`src/core/eeprom_pkg.sv`:
```
package eeprom_pkg;

    localparam int CLK_PERIOD_NS = 25;
    localparam int WRITE_TIME_NS = 5_000_000;
    // Self-timed write cycle, whole core clocks
    localparam int WRITE_CYCLES = WRITE_TIME_NS / CLK_PERIOD_NS;

    localparam int PAGE_BYTES = 32;
    localparam int NUM_PAGES = 512;
    localparam int BYTE_AW = 5;
    localparam int PAGE_AW = 9;
    localparam int ARRAY_AW = PAGE_AW + BYTE_AW;
    localparam int BITS_PER_BYTE = 8;

    localparam logic [15:0] PROT_REG_ADDR = 16'hFFFF;
    localparam logic [15:0] ADDR_RESET = 16'h0000;
    localparam int PROT_LOCK_BIT = 7;
    localparam int PROT_SEL1_BIT = 4;
    localparam int PROT_SEL0_BIT = 3;
    localparam int PROT_RWEL_BIT = 2;
    localparam int PROT_WEL_BIT = 1;
    localparam logic [7:0] PROT_ZERO_MASK = 8'h61;

    localparam logic [1:0] REGION_NONE = 2'h0;
    localparam logic [1:0] REGION_QUARTER = 2'h1;
    localparam logic [1:0] REGION_HALF = 2'h2;
    localparam logic [1:0] REGION_ALL = 2'h3;
    localparam logic [1:0] SEL_RESET = 2'h0;

    typedef enum logic [3:0] {
        ST_IDLE,
        ST_DEVADDR,
        ST_WA1,
        ST_WA0,
        ST_WDATA,
        ST_ACK,
        ST_TX,
        ST_MACK,
        ST_BUSY
    } state_t;

    // Upper quarter, upper half or whole array, by the two select bits
    function automatic logic region_hit(input logic [ARRAY_AW-1:0] a, input logic [1:0] sel);
        logic hit;
        hit = 1'b0;
        unique case (sel)
            REGION_NONE: hit = 1'b0;
            REGION_QUARTER: hit = (a[ARRAY_AW-1:ARRAY_AW-2] == 2'h3);
            REGION_HALF: hit = a[ARRAY_AW-1];
            REGION_ALL: hit = 1'b1;
        endcase
        return hit;
    endfunction

    // Sequential reads run through the whole array; the register read restarts at zero
    function automatic logic [15:0] next_read(input logic [15:0] a);
        logic [ARRAY_AW-1:0] nxt;
        nxt = a[ARRAY_AW-1:0] + 14'h0001;
        return (a == PROT_REG_ADDR) ? ADDR_RESET : {2'h0, nxt};
    endfunction

endpackage

```
`src/core/bus_line_sync.sv`:
```
`timescale 1ns/1ps
module bus_line_sync #(
    parameter int WIDTH = 1,
    parameter logic [WIDTH-1:0] IDLE = '0
) (
    input wire logic clk_in,
    input wire logic rst_b_in,
    input wire logic [WIDTH-1:0] d_in,
    output logic [WIDTH-1:0] q_out
);

    logic [WIDTH-1:0] meta_q;

    // First stage is read only by the second
    always_ff @(posedge clk_in or negedge rst_b_in) begin
        if (!rst_b_in) begin
            meta_q <= IDLE;
            q_out <= IDLE;
        end else begin
            meta_q <= d_in;
            q_out <= meta_q;
        end
    end

endmodule

```
`src/core/serial_eeprom_bus_slave.sv`:
```
`timescale 1ns/1ps
// Operation
// Data changes only while clock low
// Start is falling data, clock high
// Stop is rising data, clock high
// Master stops only after line released
// Release after eight bits, ninth acknowledges
// Acknowledge a matching slave address byte
// Acknowledge every byte when write selected; code acknowledges only the first data byte to the register
// Read: eight bits, release, sample acknowledge
// No acknowledge ends read transmission
// Master stops after withholding read acknowledge
// Top four address bits match type
// Next three bits match select pins
// Last address bit selects read/write
// Mismatch: no acknowledge, back to standby
// Master sends two word address bytes
// Array is 512 pages of 32
// Page from high bits, byte low five
// Protect pin low disables hardware protection
// Pin high plus lock freezes register; code freezes only the lock and select bits, the enable latches still change
// No array write without enable latch
// Four region choices: none, quarter, half, all
// Locked regions and register refuse writes; code still writes the enable latch bits of a locked register
// Protection register sits at top address
// Stop after data starts busy write cycle
// Page write wraps byte field, 32 max
// Region codes map none/quarter/half/all upward
module serial_eeprom_bus_slave #(
    parameter int unsigned WRITE_CYCLES = eeprom_pkg::WRITE_CYCLES,
    parameter logic [3:0] DEV_TYPE_CODE = 4'h5 // Arbitrary value
) (
    input wire logic core_clk_in,
    input wire logic rst_b_in,
    input wire logic scl_in,
    input wire logic sda_in,
    input wire logic dev_select_bit0_in,
    input wire logic dev_select_bit1_in,
    input wire logic dev_select_bit2_in,
    input wire logic write_protect_in,
    input wire logic [7:0] mem_rdata_in,
    output logic sda_out,
    output logic sda_oe_out,
    output logic [eeprom_pkg::ARRAY_AW-1:0] mem_addr_out,
    output logic [7:0] mem_wdata_out,
    output logic mem_we_out,
    output logic busy_out,
    output logic write_enable_latch_out,
    output logic region_protect_sel0_out,
    output logic region_protect_sel1_out,
    output logic protect_lock_enable_out
);
    import eeprom_pkg::*;

    typedef struct packed {
        state_t st;
        state_t nxt;
        logic [3:0] bit_cnt;
        logic [7:0] shift;
        logic mack;
        logic [7:0] wa1;
        logic [15:0] addr;
        logic [PAGE_BYTES-1:0][7:0] pbuf;
        logic [PAGE_BYTES-1:0] pmask;
        logic reg_wr;
        logic [7:0] reg_data;
        logic write_enable_latch;
        logic rwel;
        logic lock;
        logic [1:0] sel;
        logic [31:0] wcnt;
        logic scl_p;
        logic sda_p;
        logic sda_lvl;
        logic sda_oe;
        logic busy;
        logic mem_we;
        logic [ARRAY_AW-1:0] mem_addr;
        logic [7:0] mem_wdata;
    } regs_t;

    localparam regs_t REGS_RESET = '{st: ST_IDLE, nxt: ST_IDLE, addr: ADDR_RESET,
        sel: SEL_RESET, scl_p: 1'b1, sda_p: 1'b1, default: '0};
    localparam logic [3:0] FULL_BYTE = 4'(BITS_PER_BYTE);

    regs_t q;
    regs_t d;
    logic [1:0] rst_sync_q;
    logic rst_sync_b;
    logic [5:0] pins_s;
    logic scl_s;
    logic sda_s;
    logic wp_s;
    logic [2:0] dsel_s;
    logic scl_rise;
    logic scl_fall;
    logic start_det;
    logic stop_det;

    // Reset released synchronously so no flop leaves reset on a different edge
    always_ff @(posedge core_clk_in or negedge rst_b_in) begin
        if (!rst_b_in) begin
            rst_sync_q <= 2'h0;
        end else begin
            rst_sync_q <= {rst_sync_q[0], 1'b1};
        end
    end
    assign rst_sync_b = rst_sync_q[1];

    bus_line_sync #(
        .WIDTH(6),
        .IDLE(6'h03)
    ) u_pin_sync (
        .clk_in(core_clk_in),
        .rst_b_in(rst_sync_b),
        .d_in({write_protect_in, dev_select_bit2_in, dev_select_bit1_in,
               dev_select_bit0_in, sda_in, scl_in}),
        .q_out(pins_s)
    );
    assign {wp_s, dsel_s, sda_s, scl_s} = pins_s;

    assign scl_rise = scl_s && !q.scl_p;
    assign scl_fall = !scl_s && q.scl_p;
    assign start_det = scl_s && q.scl_p && q.sda_p && !sda_s;
    assign stop_det = scl_s && q.scl_p && !q.sda_p && sda_s;

    function automatic logic dev_match(input logic [7:0] b, input logic [2:0] pins);
        return (b[7:4] == DEV_TYPE_CODE) && (b[3:1] == pins);
    endfunction

    function automatic logic [7:0] prot_byte(input regs_t r);
        logic [7:0] b;
        b = 8'h00;
        b[PROT_LOCK_BIT] = r.lock;
        b[PROT_SEL1_BIT] = r.sel[1];
        b[PROT_SEL0_BIT] = r.sel[0];
        b[PROT_RWEL_BIT] = r.rwel;
        b[PROT_WEL_BIT] = r.write_enable_latch;
        return b;
    endfunction

    function automatic logic [7:0] tx_byte(input regs_t r, input logic [7:0] rdata);
        return (r.addr == PROT_REG_ADDR) ? prot_byte(r) : rdata;
    endfunction

    always_comb begin
        logic [4:0] idx;
        logic [7:0] txb;
        idx = q.wcnt[4:0];
        txb = tx_byte(q, mem_rdata_in);
        d = q;
        d.scl_p = scl_s;
        d.sda_p = sda_s;
        d.mem_we = 1'b0;
        d.mem_addr = q.addr[ARRAY_AW-1:0];
        if (q.st == ST_BUSY) begin
            // Bus ignored and line released for the whole cycle
            d.sda_oe = 1'b0;
            d.wcnt = q.wcnt + 32'h1;
            if (q.wcnt < 32'(PAGE_BYTES)) begin
                d.mem_addr = {q.addr[ARRAY_AW-1:BYTE_AW], idx};
                d.mem_wdata = q.pbuf[idx];
                d.mem_we = q.pmask[idx] && q.write_enable_latch && !region_hit(d.mem_addr, q.sel);
            end
            if (q.wcnt >= WRITE_CYCLES - 1) begin
                d.st = ST_IDLE;
                d.pmask = '0;
            end
        end else if (start_det) begin
            d.st = ST_DEVADDR;
            d.bit_cnt = 4'h0;
            d.sda_oe = 1'b0;
        end else if (stop_det) begin
            d.sda_oe = 1'b0;
            d.st = ST_IDLE;
            d.wcnt = 32'h0;
            if (q.st == ST_WDATA && q.reg_wr) begin
                if ((q.reg_data & PROT_ZERO_MASK) == 8'h00) begin
                    d.write_enable_latch = q.reg_data[PROT_WEL_BIT];
                    if (q.write_enable_latch) begin
                        d.rwel = q.reg_data[PROT_RWEL_BIT];
                    end
                    // Pin low lifts the lock; pin high with lock set freezes it
                    if (q.write_enable_latch && q.rwel && !(wp_s && q.lock)) begin
                        d.sel = {q.reg_data[PROT_SEL1_BIT], q.reg_data[PROT_SEL0_BIT]};
                        d.lock = q.reg_data[PROT_LOCK_BIT];
                        d.st = ST_BUSY;
                    end
                end
                d.reg_wr = 1'b0;
            end else if (q.st == ST_WDATA && q.pmask != '0 && q.write_enable_latch) begin
                d.st = ST_BUSY;
            end
        end else begin
            unique case (q.st)
                ST_DEVADDR, ST_WA1, ST_WA0, ST_WDATA: begin
                    if (scl_rise && q.bit_cnt < FULL_BYTE) begin
                        d.shift = {q.shift[6:0], sda_s};
                        d.bit_cnt = q.bit_cnt + 4'h1;
                    end else if (scl_fall && q.bit_cnt == FULL_BYTE) begin
                        d.bit_cnt = 4'h0;
                        d.st = ST_ACK;
                        d.sda_oe = 1'b1;
                        d.nxt = ST_WDATA;
                        if (q.st == ST_DEVADDR) begin
                            if (dev_match(q.shift, dsel_s)) begin
                                d.nxt = q.shift[0] ? ST_TX : ST_WA1;
                            end else begin
                                d.st = ST_IDLE;
                                d.sda_oe = 1'b0;
                            end
                        end else if (q.st == ST_WA1) begin
                            d.wa1 = q.shift;
                            d.nxt = ST_WA0;
                        end else if (q.st == ST_WA0) begin
                            d.addr = {q.wa1, q.shift};
                            d.pmask = '0;
                            d.reg_wr = 1'b0;
                        end else if (q.addr == PROT_REG_ADDR) begin
                            // Only one byte may go to the register
                            if (!q.reg_wr) begin
                                d.reg_wr = 1'b1;
                                d.reg_data = q.shift;
                            end else begin
                                d.st = ST_WDATA;
                                d.sda_oe = 1'b0;
                            end
                        end else begin
                            d.pbuf[q.addr[BYTE_AW-1:0]] = q.shift;
                            d.pmask[q.addr[BYTE_AW-1:0]] = 1'b1;
                            d.addr[BYTE_AW-1:0] = q.addr[BYTE_AW-1:0] + 5'h01;
                        end
                    end
                end
                ST_ACK: begin
                    if (scl_fall) begin
                        d.sda_oe = 1'b0;
                        d.st = q.nxt;
                        d.bit_cnt = 4'h0;
                        if (q.nxt == ST_TX) begin
                            d.shift = txb;
                            d.sda_oe = !txb[7];
                            d.addr = next_read(q.addr);
                        end
                    end
                end
                ST_TX: begin
                    if (scl_rise && q.bit_cnt < FULL_BYTE) begin
                        d.bit_cnt = q.bit_cnt + 4'h1;
                    end else if (scl_fall) begin
                        if (q.bit_cnt == FULL_BYTE) begin
                            d.sda_oe = 1'b0;
                            d.st = ST_MACK;
                        end else begin
                            d.shift = {q.shift[6:0], 1'b0};
                            d.sda_oe = !q.shift[6];
                        end
                    end
                end
                ST_MACK: begin
                    if (scl_rise) begin
                        d.mack = !sda_s;
                    end else if (scl_fall) begin
                        d.bit_cnt = 4'h0;
                        if (q.mack) begin
                            d.st = ST_TX;
                            d.shift = txb;
                            d.sda_oe = !txb[7];
                            d.addr = next_read(q.addr);
                        end else begin
                            // Wait for the master's stop, line left released
                            d.st = ST_IDLE;
                        end
                    end
                end
                ST_IDLE, ST_BUSY: begin
                end
            endcase
        end
        d.busy = (d.st == ST_BUSY);
    end

    always_ff @(posedge core_clk_in or negedge rst_sync_b) begin
        if (!rst_sync_b) begin
            q <= REGS_RESET;
        end else begin
            q <= d;
        end
    end

    assign sda_out = q.sda_lvl;
    assign sda_oe_out = q.sda_oe;
    assign mem_addr_out = q.mem_addr;
    assign mem_wdata_out = q.mem_wdata;
    assign mem_we_out = q.mem_we;
    assign busy_out = q.busy;
    assign write_enable_latch_out = q.write_enable_latch;
    assign region_protect_sel0_out = q.sel[0];
    assign region_protect_sel1_out = q.sel[1];
    assign protect_lock_enable_out = q.lock;

    property p_r1;
        @(posedge core_clk_in) disable iff (!rst_sync_b)
        $changed(q.sda_oe) |-> (!q.scl_p || !q.sda_oe);
    endproperty
    a_r1: assert property (p_r1) else $error("data line driven while clock high");
    property p_r2;
        @(posedge core_clk_in) disable iff (!rst_sync_b)
        (q.st == ST_IDLE && !start_det) |=> (q.st == ST_IDLE && !q.sda_oe);
    endproperty
    a_r2: assert property (p_r2) else $error("left standby without a start");
    property p_r3;
        @(posedge core_clk_in) disable iff (!rst_sync_b)
        (stop_det && q.st != ST_BUSY) |=> (q.st inside {ST_IDLE, ST_BUSY}) && !q.sda_oe;
    endproperty
    a_r3: assert property (p_r3) else $error("stop did not end the transfer");
    property p_r6;
        @(posedge core_clk_in) disable iff (!rst_sync_b)
        (q.st == ST_DEVADDR && !start_det && !stop_det && scl_fall && q.bit_cnt == FULL_BYTE
            && dev_match(q.shift, dsel_s)) |=> q.sda_oe && q.st == ST_ACK;
    endproperty
    a_r6: assert property (p_r6) else $error("matching address not acknowledged");
    property p_r14;
        @(posedge core_clk_in) disable iff (!rst_sync_b)
        (q.st == ST_DEVADDR && !start_det && !stop_det && scl_fall && q.bit_cnt == FULL_BYTE
            && !dev_match(q.shift, dsel_s)) |=> !q.sda_oe && q.st == ST_IDLE;
    endproperty
    a_r14: assert property (p_r14) else $error("mismatched address acknowledged");
    property p_r9;
        @(posedge core_clk_in) disable iff (!rst_sync_b)
        (q.st == ST_MACK && scl_fall && !q.mack && !start_det && !stop_det)
            |=> q.st == ST_IDLE ##1 !q.sda_oe;
    endproperty
    a_r9: assert property (p_r9) else $error("read continued without acknowledge");
    property p_r8;
        @(posedge core_clk_in) disable iff (!rst_sync_b)
        (q.st == ST_MACK && scl_fall && q.mack && !start_det && !stop_det)
            |=> q.st == ST_TX && q.bit_cnt == 4'h0 && q.addr != $past(q.addr);
    endproperty
    a_r8: assert property (p_r8) else $error("next read byte not started");
    property p_r24;
        @(posedge core_clk_in) disable iff (!rst_sync_b)
        q.st == ST_BUSY |-> !q.sda_oe;
    endproperty
    a_r24: assert property (p_r24) else $error("data line driven in write cycle");
    property p_r25;
        @(posedge core_clk_in) disable iff (!rst_sync_b)
        (q.st == ST_WDATA && scl_fall && q.bit_cnt == FULL_BYTE && !start_det && !stop_det
            && q.addr != PROT_REG_ADDR) |=> q.addr[15:5] == $past(q.addr[15:5])
            && q.addr[4:0] == 5'($past(q.addr[4:0]) + 5'h01) && q.sda_oe;
    endproperty
    a_r25: assert property (p_r25) else $error("page byte counter wrong");
    property p_r20;
        @(posedge core_clk_in) disable iff (!rst_sync_b)
        q.mem_we |-> q.write_enable_latch && q.st == ST_BUSY;
    endproperty
    a_r20: assert property (p_r20) else $error("array written without enable latch");
    property p_r21;
        @(posedge core_clk_in) disable iff (!rst_sync_b)
        q.mem_we |-> !region_hit(q.mem_addr, q.sel);
    endproperty
    a_r21: assert property (p_r21) else $error("protected region written");
    property p_r19;
        @(posedge core_clk_in) disable iff (!rst_sync_b)
        (q.lock && wp_s) |=> q.lock && q.sel == $past(q.sel);
    endproperty
    a_r19: assert property (p_r19) else $error("locked protection changed");

endmodule

```
`config.mk`:
```
export PLATFORM = sky130hd
export DESIGN_NAME = serial_eeprom_bus_slave
export DESIGN_NICKNAME = d
export VERILOG_FILES = /design/src/core/eeprom_pkg.sv /design/src/core/bus_line_sync.sv /design/src/core/serial_eeprom_bus_slave.sv
export SDC_FILE = /design/constraint.sdc
export NUM_CORES = 1
export LEC_CHECK = 0
export BUFFER_PORTS_ARGS = -buffer_cell sky130_fd_sc_hd__buf_2
export CAP_MARGIN = 0
export CORE_ASPECT_RATIO = 2
export CORE_UTILIZATION = 65
export DETAILED_ROUTE_END_ITERATION = 12
export HOLD_SLACK_MARGIN = 0.03
export PLACE_DENSITY = 0.85
export SLEW_MARGIN = 20
export SYNTH_ARGS = -nofsm -noshare
export SYNTH_HDL_FRONTEND = slang
export SYNTH_HIERARCHICAL = 1
export SYNTH_SLANG_ARGS = --single-unit
```
`constraint.sdc`:
```
create_clock -name core_clk_in -period 32.1 [get_ports core_clk_in]
set_input_delay 3.21 -clock core_clk_in [delete_from_list [all_inputs] [get_ports core_clk_in]]
set_output_delay 3.21 -clock core_clk_in [all_outputs]
set_load 0.05 [all_outputs]
```
### Yosys cells after proc, flatten, opt, wreduce, memory -nomap -nowiden

Cells that the tools add are included.

* bits of input ports: 16
* word-level logic and storage cells: 314
* flip-flop bits (word level): 420
* output and inout port bits: 30

* $add $sub $neg: 4
* order comparisons: 6
* equal/unequal tests: 62
* bitwise operators: 5
* mux-type cells: 121
* reductions and logical operators: 58

Operators with widths (count)
* 321-bit two-way mux: 7
* 325-bit two-way mux: 1
* 313-bit two-way mux: 1
* 297-bit two-way mux: 1
* 293-bit two-way mux: 1
* 256-bit bitwise mux: 1
* 256-bit two-way mux: 1
* 8-bit two-way mux: 16
* 12-bit two-way mux: 9
* 32-bit two-way mux: 3
* 5-bit != test, second input constant: 17
* 16-bit two-way mux: 5
* 4-bit two-way mux: 20
* 78-bit two-way mux: 1
* 12-bit case mux with 4 select lines: 1
* 16-bit case mux with 3 select lines: 1
* 23-bit two-way mux: 2
* 8-bit binary-select mux with 5-bit select: 1
* 8-bit demux with 5-bit select: 1
* 37-bit two-way mux: 1
* 33-bit two-way mux: 1
* 32-bit by 1-bit adder with 32-bit output, second input constant: 1
* 32-bit by 18-bit greater-or-equal comparator with 1-bit output, second input constant: 1
* 32-bit by 6-bit less-than comparator with 1-bit output, second input constant: 1
* 51 further kinds: 161

### Logic depth before layout (Yosys ltp)

Gate-level depths: netlist of the first run.

* depth in word-level cells: 19
* depth in mapped cells: 11
* depth with buffers taken out: 8

### Cells and area by module

Netlist of the first run, hierarchy kept.

By module, submodules not included
* serial_eeprom_bus_slave: area each 20111.8 um^2, seq. area each 10187.3 um^2, cells each 1507, instances 1
* bus_line_sync: area each 305.3 um^2, seq. area each 305.3 um^2, cells each 12, instances 1

### Least setup slack after synthesis of the first run

Ideal clock, no wire load.

* path kind: register to output
* start point: register q (netlist bit write_enable_latch_out)
* end point: output write_enable_latch_out
* cell stages (with the launch flop): 1
* data required time: 28.890 ns
* arrival time: 0.668 ns
* path buffers: 0
* setup slack: 28.222 ns
* cell sequence: dfrtp_1

RTL lines
* from (decl): line serial_eeprom_bus_slave.sv:86 `regs_t q;`
* from (signal assigned): line serial_eeprom_bus_slave.sv:285 `q <= REGS_RESET;`
* from (signal assigned): line serial_eeprom_bus_slave.sv:287 `q <= d;`
* to (decl): line serial_eeprom_bus_slave.sv:48 `output logic write_enable_latch_out,`

No word-level cell between the ends.

### Final worst setup path of the first run

* start point: register q (netlist bit write_enable_latch_out)
* end point: output write_enable_latch_out

No word-level cell between the ends.

==> results.py, run 1 <==
metrics = {
    "power": {
        "internal_power_mw": 1.166,
        "pwr_density_cell_nw_per_um2": 83.17,
        "power.leakage_nw": 8.883,
        "vdd_ir_drop_max_v": 0.00005843,
        "power_frac_comb": 0.324,
        "clkPwrFrac": 0.256,
        "netSwitchingPower_mw": 0.6636,
        "switching_share": 0.3628,
        "seqPwrFrac": 0.420,
    },
    "floorplan": {
        "std_cell_rows": 91,
        "dieArea_sq_um": 32170,
        "io_pins": 46,
        "core_sq_um": 30860,
        "die_y_um": 252.6,
        "die_x_um": 127.3,
        "start_util": 0.6617,
    },
    "grt": {
        "grt_max_degree": 170,
        "grt_pass1_vias": 14040,
        "antenna_found_initial": 1,
        "grt_remaining_overflow": 0,
        "grt_pass1_wl_um": 80880,
        "track_usage": 0.3387,
    },
    "critical_path": {
        "criticalPathCategory": "flop to output pin",
        "crit_fanout": 7,
        "endpoint_kind": "output pin",
        "worstPathCellList": "buf_2",
        "max_stage_delay_ns": 0.46,
        "worst_ep_arrival_time_ns": 1.31,
        "critPathRequiredTime_ns": 28.89,
        "reg2reg_setup_slack_ns": 28.37,
        "crit_family": "flip-flops",
        "slowest_stage": "dfrtp_1",
        "start_kind": "flop",
        "path_buf_inv": 1,
    },
    "detailed_routing": {
        "wl_per_cell_um": 26.76,
        "num_vias": 13330,
        "route.detailed.drc": 0,
        "highest_layer": "met4",
        "drt_iter0_drc": 947,
        "vias_per_cell": 6.871,
        "wl_um": 51920,
        "first_pass_iters": 5,
        "wl_met2_um": 27350,
        "postRouteAntennaNets": 0,
        "dr_wl_met3_um": 2973,
        "wl_met1_um": 17120,
    },
    "min_path": {
        "min_path_type": "flop to flop",
    },
    "synth": {
        "dominantRegCellSynth": "dfrtp_1",
        "syn_inst": 1519,
        "synth-edff-count": 0,
        "synth_cell_type_count": 87,
        "syn_area_sq_um": 20420,
        "yosysTopAreaCellShare": 0.5062,
        "async_flop_share": 1.000,
        "synth_seq_cells": 419,
        "synth_nets": 1542,
        "yosys-top-cells-count": "413 x dfrtp_1, 251 x mux2_2, 89 x mux4_2",
        "synthTopCellsByArea": "dfrtp_1 51%, mux2_2 14%, mux4_2 9.8%, nand3_4 2.6%, mux2_1 2.0%",
        "yosys.cell_count.top_type": "dfrtp_1",
        "yosys_warnings": 6,
        "syn_avg_cell_area_sq_um": 13.44,
        "yosysSeqAreaShare": 0.5139,
        "synth_top_area_cell": "dfrtp_1",
    },
    "cells_and_area": {
        "antenna-diode-count": 0,
        "fin_nets": 1519,
        "fillers": 1959,
        "drive_gt1_frac": 0.3548,
        "synthToLayoutAreaGrowth_pct": 7.722,
    },
    "clocking": {
        "ctsResizeCount": 0,
        "cts-root-buf": "clkbuf_16",
        "clkTransAtPathRegs_ns": 0.06,
        "cts_tree": "done",
        "htreeDepth": 2,
        "numCtsBuffers": 36,
        "post-cts-setup-buffers": 0,
        "cts_buffer_depth": 3,
        "ctsHoldBuffers": 0,
        "worstSkewPairLatency_ns": 0.55,
        "cts_num_sinks": 419,
    },
    "sta": {
        "timing.fmax_ghz": 0.2211,
        "setup_slack_ns": 27.58,
        "skew_ns": 0.01561,
        "worst_slew_pin_slew_ns": 1.071,
        "setup_violations": 0,
        "grt_setup_unrepaired": "no",
        "drv_slew": 0,
        "setup_tns_ns": 0,
        "fin_crit_sh": 0.1409,
        "whs_ns": 0.3486,
        "hold_viol": 0,
        "max_slew_margin": 0.2832,
        "min_period_ns": 4.522,
    },
    "run": {
        "drv_cap": 0,
    },
    "placed_design": {
        "port-buffer-count": 44,
        "place_ws_ns": 28.10,
        "dp_hpwl_um": 34010,
        "gp_congestion": 1.020,
    },
    "run_status": {
        "status": "completed",
    },
}
area by class of cell:
cell class | count | area [sq um] | area share
flip-flops and latches | 419 | 10510 | 0.4776
multi-input cells | 949 | 9178 | 0.4173
repair buffers | 74 | 478.0 | 0.02173
clock buffers | 49 | 1041 | 0.04733
clock inverters | 15 | 209.0 | 0.009500
inverters | 16 | 60.06 | 0.002731
well taps | 418 | 523.0 | 0.02378
path summary, 6_finish.rpt:
path / startpoint / end / depth (start not counted)
min: rst_sync_q[0] / rst_sync_q[1] / 0
max: write_enable_latch_out / write_enable_latch_out / 1
min reg2reg: rst_sync_q[0] / rst_sync_q[1] / 0
max reg2reg: q[406] / q[228] / 7
max in group asynchronous: rst_sync_q[1] / q[270] / 4
min in group asynchronous: rst_sync_q[1] / q[255] / 0
routing by layer:
metal  GRT usage  vias to the layer above
met2      0.5950                      600
met5           0                        -
met1      0.3604                     6846
met3     0.05525                      240
li1            -                     5643
met4      0.2588                        0
state kept, by name (all words and copies together) (netlist names):
name	count
q	376
mem_addr_out	14
mem_wdata_out	8
u_pin_sync/meta_q	6
u_pin_sync/q_out	6
rst_sync_q	2
busy_out	1
mem_we_out	1
protect_lock_enable_out	1
region_protect_sel0_out	1
region_protect_sel1_out	1
sda_oe_out	1
write_enable_latch_out	1
cell usage in the layout, fill, tap and decap left out, types with 9 or more instances in the layout:
master / netlist / layout
buf_4: 28 / 28
a41oi_1: 31 / 31
buf_2: 22 / 44
nor2b_1: 9 / 9
clkbuf_16: 0 / 37
o211ai_1: 13 / 13
nand4_1: 19 / 19
mux2i_1: 23 / 23
mux4_2: 89 / 89
nand3_1: 37 / 37
o31ai_1: 12 / 12
inv_1: 16 / 16
mux2_2: 251 / 251
o21ai_0: 58 / 58
nand2_1: 70 / 70
nor2_1: 84 / 84
nand3_4: 30 / 30
dfrtp_1: 413 / 409
and3_1: 12 / 11
nor4_1: 14 / 14
a31oi_1: 10 / 10
a21oi_1: 26 / 26
mux2_1: 36 / 36
logic make-up (layout without fill, tap and decap cells):
group                    after synthesis  count (layout)  share of synthesized area
AO/OA/AOI/OAI                        203             203                    0.06937
XOR/XNOR                               7               7                   0.003003
adder cells (fa/ha/maj)                7               7                   0.004290
buffers and inverters                151             154                    0.03738
flip-flops                           419             419                     0.5139
multiplexers                         399             399                     0.2677
other                                  2               2                  0.0003678
AND/OR/NAND/NOR                      331             331                     0.1039
through the flow:
stage	power (mW)	util	instances	area, sq um
after global routing	1.895	0.7128	1940	21990
after detailed placement	1.349	0.6708	1875	20700
after global placement	1.313	0.6708	1875	20700
after CTS	1.822	0.7113	1939	21950
after floorplan	1.197	-	1519	20420
final	1.829	0.7128	1940	21990
power groups by stage:
stage	Sequential, mW	Combinational, mW	Clock (mW)
after floorplan	0.742	0.454	0
after global placement	0.755	0.558	0
after detailed placement	0.770	0.578	0
after CTS	0.764	0.587	0.471
after global routing	0.781	0.626	0.488
final	0.768	0.593	0.468
(Power assumes the default switching activity.)
==> inputs of run 2 (changes only) <==
- CORE_UTILIZATION: 65 -> 57
- PLACE_DENSITY: 0.85 -> 0.79
- clock period: 32.1 -> 3.7 ns (I/O delays scaled with it)
==> results.py, run 2 (synthesized netlist as in run 1, its figures left out) <==
metrics = {
    "critical_path": {
        "worstPathCellList": "inv_1, ha_1, nand3b_1, o311ai_1, a221o_2, nor2b_4, buf_12, nand3b_2, mux2_2",
        "start_kind": "flop",
        "worstReg2RegEnd": "q[65]",
        "crit_family": "simple AND/OR/NAND/NOR gates",
        "path_buf_inv": 2,
        "reg2reg_setup_slack_ns": 0.37,
        "r2r-start": "q[395]",
        "critPathLaunch": "q[395]",
        "rr_worst_depth": 9,
        "endpoint_kind": "flop",
        "critPathRequiredTime_ns": 4.12,
        "max_stage_delay_ns": 0.68,
        "worstSetupPathDepth": 9,
        "slowest_stage": "nor2b_4",
        "crit_fanout": 20,
        "setup.worst_path.end": "q[65]",
        "worst_ep_arrival_time_ns": 3.75,
        "criticalPathCategory": "flop to flop",
    },
    "clocking": {
        "cts_num_sinks": 419,
        "cts_buffer_depth": 3,
        "cts-root-buf": "clkbuf_16",
        "htreeDepth": 2,
        "worstSkewPairLatency_ns": 0.54,
        "clkTransAtPathRegs_ns": 0.06,
        "cts_tree": "done",
        "ctsResizeCount": 0,
        "numCtsBuffers": 38,
        "post-cts-setup-buffers": 0,
        "ctsHoldBuffers": 7,
    },
    "detailed_routing": {
        "num_vias": 13260,
        "first_pass_iters": 6,
        "drt_iter0_drc": 882,
        "wl_per_cell_um": 26.66,
        "postRouteAntennaNets": 0,
        "vias_per_cell": 6.622,
        "route.detailed.drc": 0,
        "wl_um": 53380,
    },
    "grt": {
        "grt_max_degree": 81,
        "use_met2": 0.5271,
        "met3_usage": 0.05095,
        "top_usage_layer": "met2",
        "grt_remaining_overflow": 0,
        "track_usage": 0.3075,
        "antenna_found_initial": 3,
        "grt_util_met1": 0.3316,
        "grt_pass1_wl_um": 83450,
        "grt_pass1_vias": 14310,
    },
    "floorplan": {
        "dieArea_sq_um": 36630,
        "die_y_um": 269.7,
        "start_util": 0.5801,
        "io_pins": 46,
        "std_cell_rows": 97,
        "core_sq_um": 35200,
        "die_x_um": 135.8,
    },
    "sta": {
        "setup_violations": 0,
        "min_period_ns": 3.332,
        "setup_slack_ns": 0.3676,
        "fin_crit_sh": 0.9007,
        "max_slew_margin": 0.2453,
        "skew_ns": 0.01632,
        "hold_viol": 0,
        "timing.fmax_ghz": 0.3001,
        "drv_slew": 0,
        "grt_setup_unrepaired": "no",
        "worst_slew_pin_slew_ns": 1.126,
    },
    "cells_and_area": {
        "seqCellArea_sq_um": 10500,
        "antenna-diode-count": 0,
        "multiInputGateArea_sq_um": 9161,
        "fin_nets": 1552,
        "final_cell_mix": "410 x dfrtp_1, 251 x mux2_2, 89 x mux4_2",
        "synthToLayoutAreaGrowth_pct": 9.223,
        "final_util": 0.6336,
        "top_register": "q",
        "layout_commonest_cell": "dfrtp_1",
        "drive_gt1_frac": 0.3590,
        "fillers": 2570,
        "final_area_sq_um": 22300,
        "largest_register_ffs": 376,
    },
    "run_status": {
        "status": "completed",
    },
    "run": {
        "drv_cap": 0,
    },
    "power": {
        "power.leakage_nw": 9.044,
        "vdd_ir_drop_max_v": 0.0008135,
        "finalPower_mw": 15.85,
        "pwr_density_cell_nw_per_um2": 710.8,
    },
    "placed_design": {
        "gp_congestion": 0.9865,
        "place_ws_ns": 0.4570,
        "dp_hpwl_um": 36360,
        "placed_cell_area_sq_um": 21000,
        "port-buffer-count": 44,
    },
    "min_path": {
        "min_path_type": "input port to asynchronous set/reset pin",
    },
}
-- run 2: cell types whose count changed in the layout (fill, tap and decap cells not counted), moves of 2 or more --
cell	delta
buf_12	+6
clkinvlp_4	-2
clkbuf_1	+4
nor3_1	+3
buf_4	+19
nor3_2	-3
dlygate4sd3_1	+7
clkbuf_8	+5
bufinv_16	-4
-- run 2: metal layers --
layer,share of wire,vias up
li1,-,5681
met2,0.52,498
met3,0.050,219
met1,0.34,6858
met4,0.088,2
met5,0.00032,-
-- run 2: through the flow --
step | TNS (ns) | cells | hold slack (ns)
after floorplan | -166.94 | 1519 | 0.07441
after global placement | 0 | 1927 | 0.1568
after detailed placement | 0 | 1927 | 0.1573
after CTS | 0 | 2002 | 0.1245
after global routing | 0 | 2002 | 0.1374
final | 0 | 2002 | 0.1409
-- run 2: area by class of cell --
cell class                      instances  area share
Clock inverter                          9    0.003815
Clock buffer                           59     0.05156
Sequential cell                       419      0.4710
Multi-Input combinational cell        949      0.4108
Inverter                               16    0.002693
Tap cell                              445     0.02497
Timing Repair Buffer                  105     0.03512
-- run 2: worst min-delay path by stage --
| stage | from | slack [ns] | cells after the start | end |
|---|---|---|---|---|
| after floorplan | rst_b_in | 0.07 | 0 | rst_sync_q[0] |
| after global placement | rst_b_in | 0.16 | 1 | rst_sync_q[0] |
| after detailed placement | rst_b_in | 0.16 | 1 | rst_sync_q[0] |
| after CTS | rst_b_in | 0.12 | 2 | rst_sync_q[1] |
| after global routing | rst_b_in | 0.14 | 2 | rst_sync_q[1] |
| final | rst_b_in | 0.14 | 2 | rst_sync_q[1] |
-- run 2: power breakdown --
part           leakage (nW)  switching [mW]  internal, mW
clock network         0.614            1.72          2.22
logic                  3.39            3.18          2.04
registers              5.04           0.865          5.84
total                  9.04            5.76          10.1
==> inputs of run 3 (changes only) <==
- CORE_UTILIZATION: 57 -> 45
- PLACE_DENSITY: 0.79 -> 0.66
==> results.py, run 3 (synthesized netlist as in run 1, its figures left out) <==
metrics = {
    "clocking": {
        "worstSkewPairLatency_ns": 0.56,
        "numCtsBuffers": 40,
        "cts_num_sinks": 419,
        "cts-root-buf": "clkbuf_16",
        "cts_buffer_depth": 3,
        "clkTransAtPathRegs_ns": 0.06,
        "htreeDepth": 2,
        "cts_tree": "done",
    },
    "detailed_routing": {
        "wl_um": 54320,
        "num_vias": 13080,
        "vias_per_cell": 6.177,
        "drt_iter0_drc": 810,
        "postRouteAntennaNets": 0,
        "route.detailed.drc": 4,
        "wl_per_cell_um": 25.65,
        "first_pass_iters": 11,
    },
    "sta": {
        "fin_crit_sh": 0.9095,
        "grt_setup_unrepaired": "no",
        "setup_violations": 0,
        "skew_ns": 0.02561,
        "worst_slew_pin_slew_ns": 1.127,
        "hold_viol": 0,
        "max_slew_margin": 0.2446,
        "min_period_ns": 3.365,
        "timing.fmax_ghz": 0.2972,
        "setup_slack_ns": 0.3349,
        "drv_slew": 0,
        "whs_ns": 0.1206,
    },
    "cells_and_area": {
        "layout_commonest_cell": "dfrtp_1",
        "final_cell_mix": "409 x dfrtp_1, 251 x mux2_2, 89 x mux4_2",
        "top_register": "q",
        "largest_register_ffs": 376,
        "synthToLayoutAreaGrowth_pct": 10.49,
        "drive_gt1_frac": 0.3614,
        "fin_nets": 1549,
        "antenna-diode-count": 0,
    },
    "placed_design": {
        "dp_hpwl_um": 36940,
        "gp_congestion": 0.9410,
        "place_ws_ns": 0.3743,
        "port-buffer-count": 44,
    },
    "critical_path": {
        "reg2reg_setup_slack_ns": 0.33,
        "crit_fanout": 18,
        "start_kind": "flop",
        "endpoint_kind": "flop",
        "criticalPathCategory": "flop to flop",
        "worst_ep_arrival_time_ns": 3.80,
        "critPathRequiredTime_ns": 4.14,
    },
    "floorplan": {
        "io_pins": 46,
        "dieArea_sq_um": 46280,
        "start_util": 0.4550,
        "core_sq_um": 44870,
        "die_y_um": 303.2,
        "die_x_um": 152.6,
        "std_cell_rows": 110,
    },
    "run": {
        "drv_cap": 0,
    },
    "power": {
        "pwr_density_cell_nw_per_um2": 719.1,
        "finalPower_mw": 16.22,
        "vdd_ir_drop_max_v": 0.0004033,
        "power.leakage_nw": 9.089,
    },
    "grt": {
        "grt_max_degree": 86,
        "grt_pass1_wl_um": 84860,
        "grt_remaining_overflow": 0,
        "grt_pass1_vias": 14050,
        "antenna_found_initial": 0,
        "track_usage": 0.2432,
    },
    "run_status": {
        "status": "complete, but fails checks",
        "violations": "DRC",
    },
    "min_path": {
        "min_path_type": "input port to asynchronous set/reset pin",
    },
}
-- run 3: changes by cell type in the layout (fill, tap and decap cells not counted), moves of 3 or more --
cell and change:
clkbuf_16 +4, bufinv_16 +3, clkinv_2 +3, buf_4 -5, clkbuf_8 -5
-- run 3: worst max-delay path: stages, from the launching register on --
cell and delay (ns):
dfrtp_1 0.84, or3_4 0.30, and3_1 0.26, nand3_1 0.29, nor2b_4 0.61, buf_4 0.39
nand3_4 0.20, mux2_2 0.35
-- run 3: metal layers --
layer  routed length, um  track usage
met1               19230       0.2637
met2               28980       0.4435
met3                2012      0.02464
met4                4095       0.1758
met5                   0            0
-- run 3: power breakdown --
part	leakage [nW]	total [mW]	switching, mW	internal (mW)
combinational	3.36	5.13	3.11	2.02
clock	0.685	4.32	1.80	2.51
sequential	5.04	6.77	0.938	5.84
-- run 3: final timing paths --
path,depth (start not counted),to,from
worst max-delay path,7,q[120],q[404]
worst min-delay path,2,rst_sync_q[1],rst_b_in
worst max register to register,7,q[120],q[404]
worst min register to register,0,u_pin_sync/q_out[2],u_pin_sync/meta_q[2]
max in group asynchronous,1,q[195],rst_sync_q[1]
min in group core_clk_in,3,q[387],mem_rdata_in[0]
-- run 3: repair_timing --
action	CTS	global route
endpoints found under the setup margin	0	0
setup buffers	0	0
hold endpoints to repair	8	0
hold buffers	7	0
resized for setup	0	0
-- run 3: through the flow --
step | TNS (ns) | instances | cell area, sq um | utilization
global route | 0 | 2118 | 22560 | 0.5028
floorplan | -166.94 | 1519 | 20420 | -
global placement | 0 | 2037 | 21100 | 0.4703
finish | 0 | 2118 | 22560 | 0.5028
detailed placement | 0 | 2037 | 21100 | 0.4703
CTS | 0 | 2118 | 22560 | 0.5027
-- run 3: area by class of cell --
class / instances / area, sq um
fillers: 3833 / 22310
flip-flops and latches: 419 / 10510
clock inverters: 17 / 206.4
well taps: 560 / 700.7
multi-input cells: 949 / 9163
repair buffers: 100 / 745.7
clock buffers: 57 / 1177
inverters: 16 / 60.06
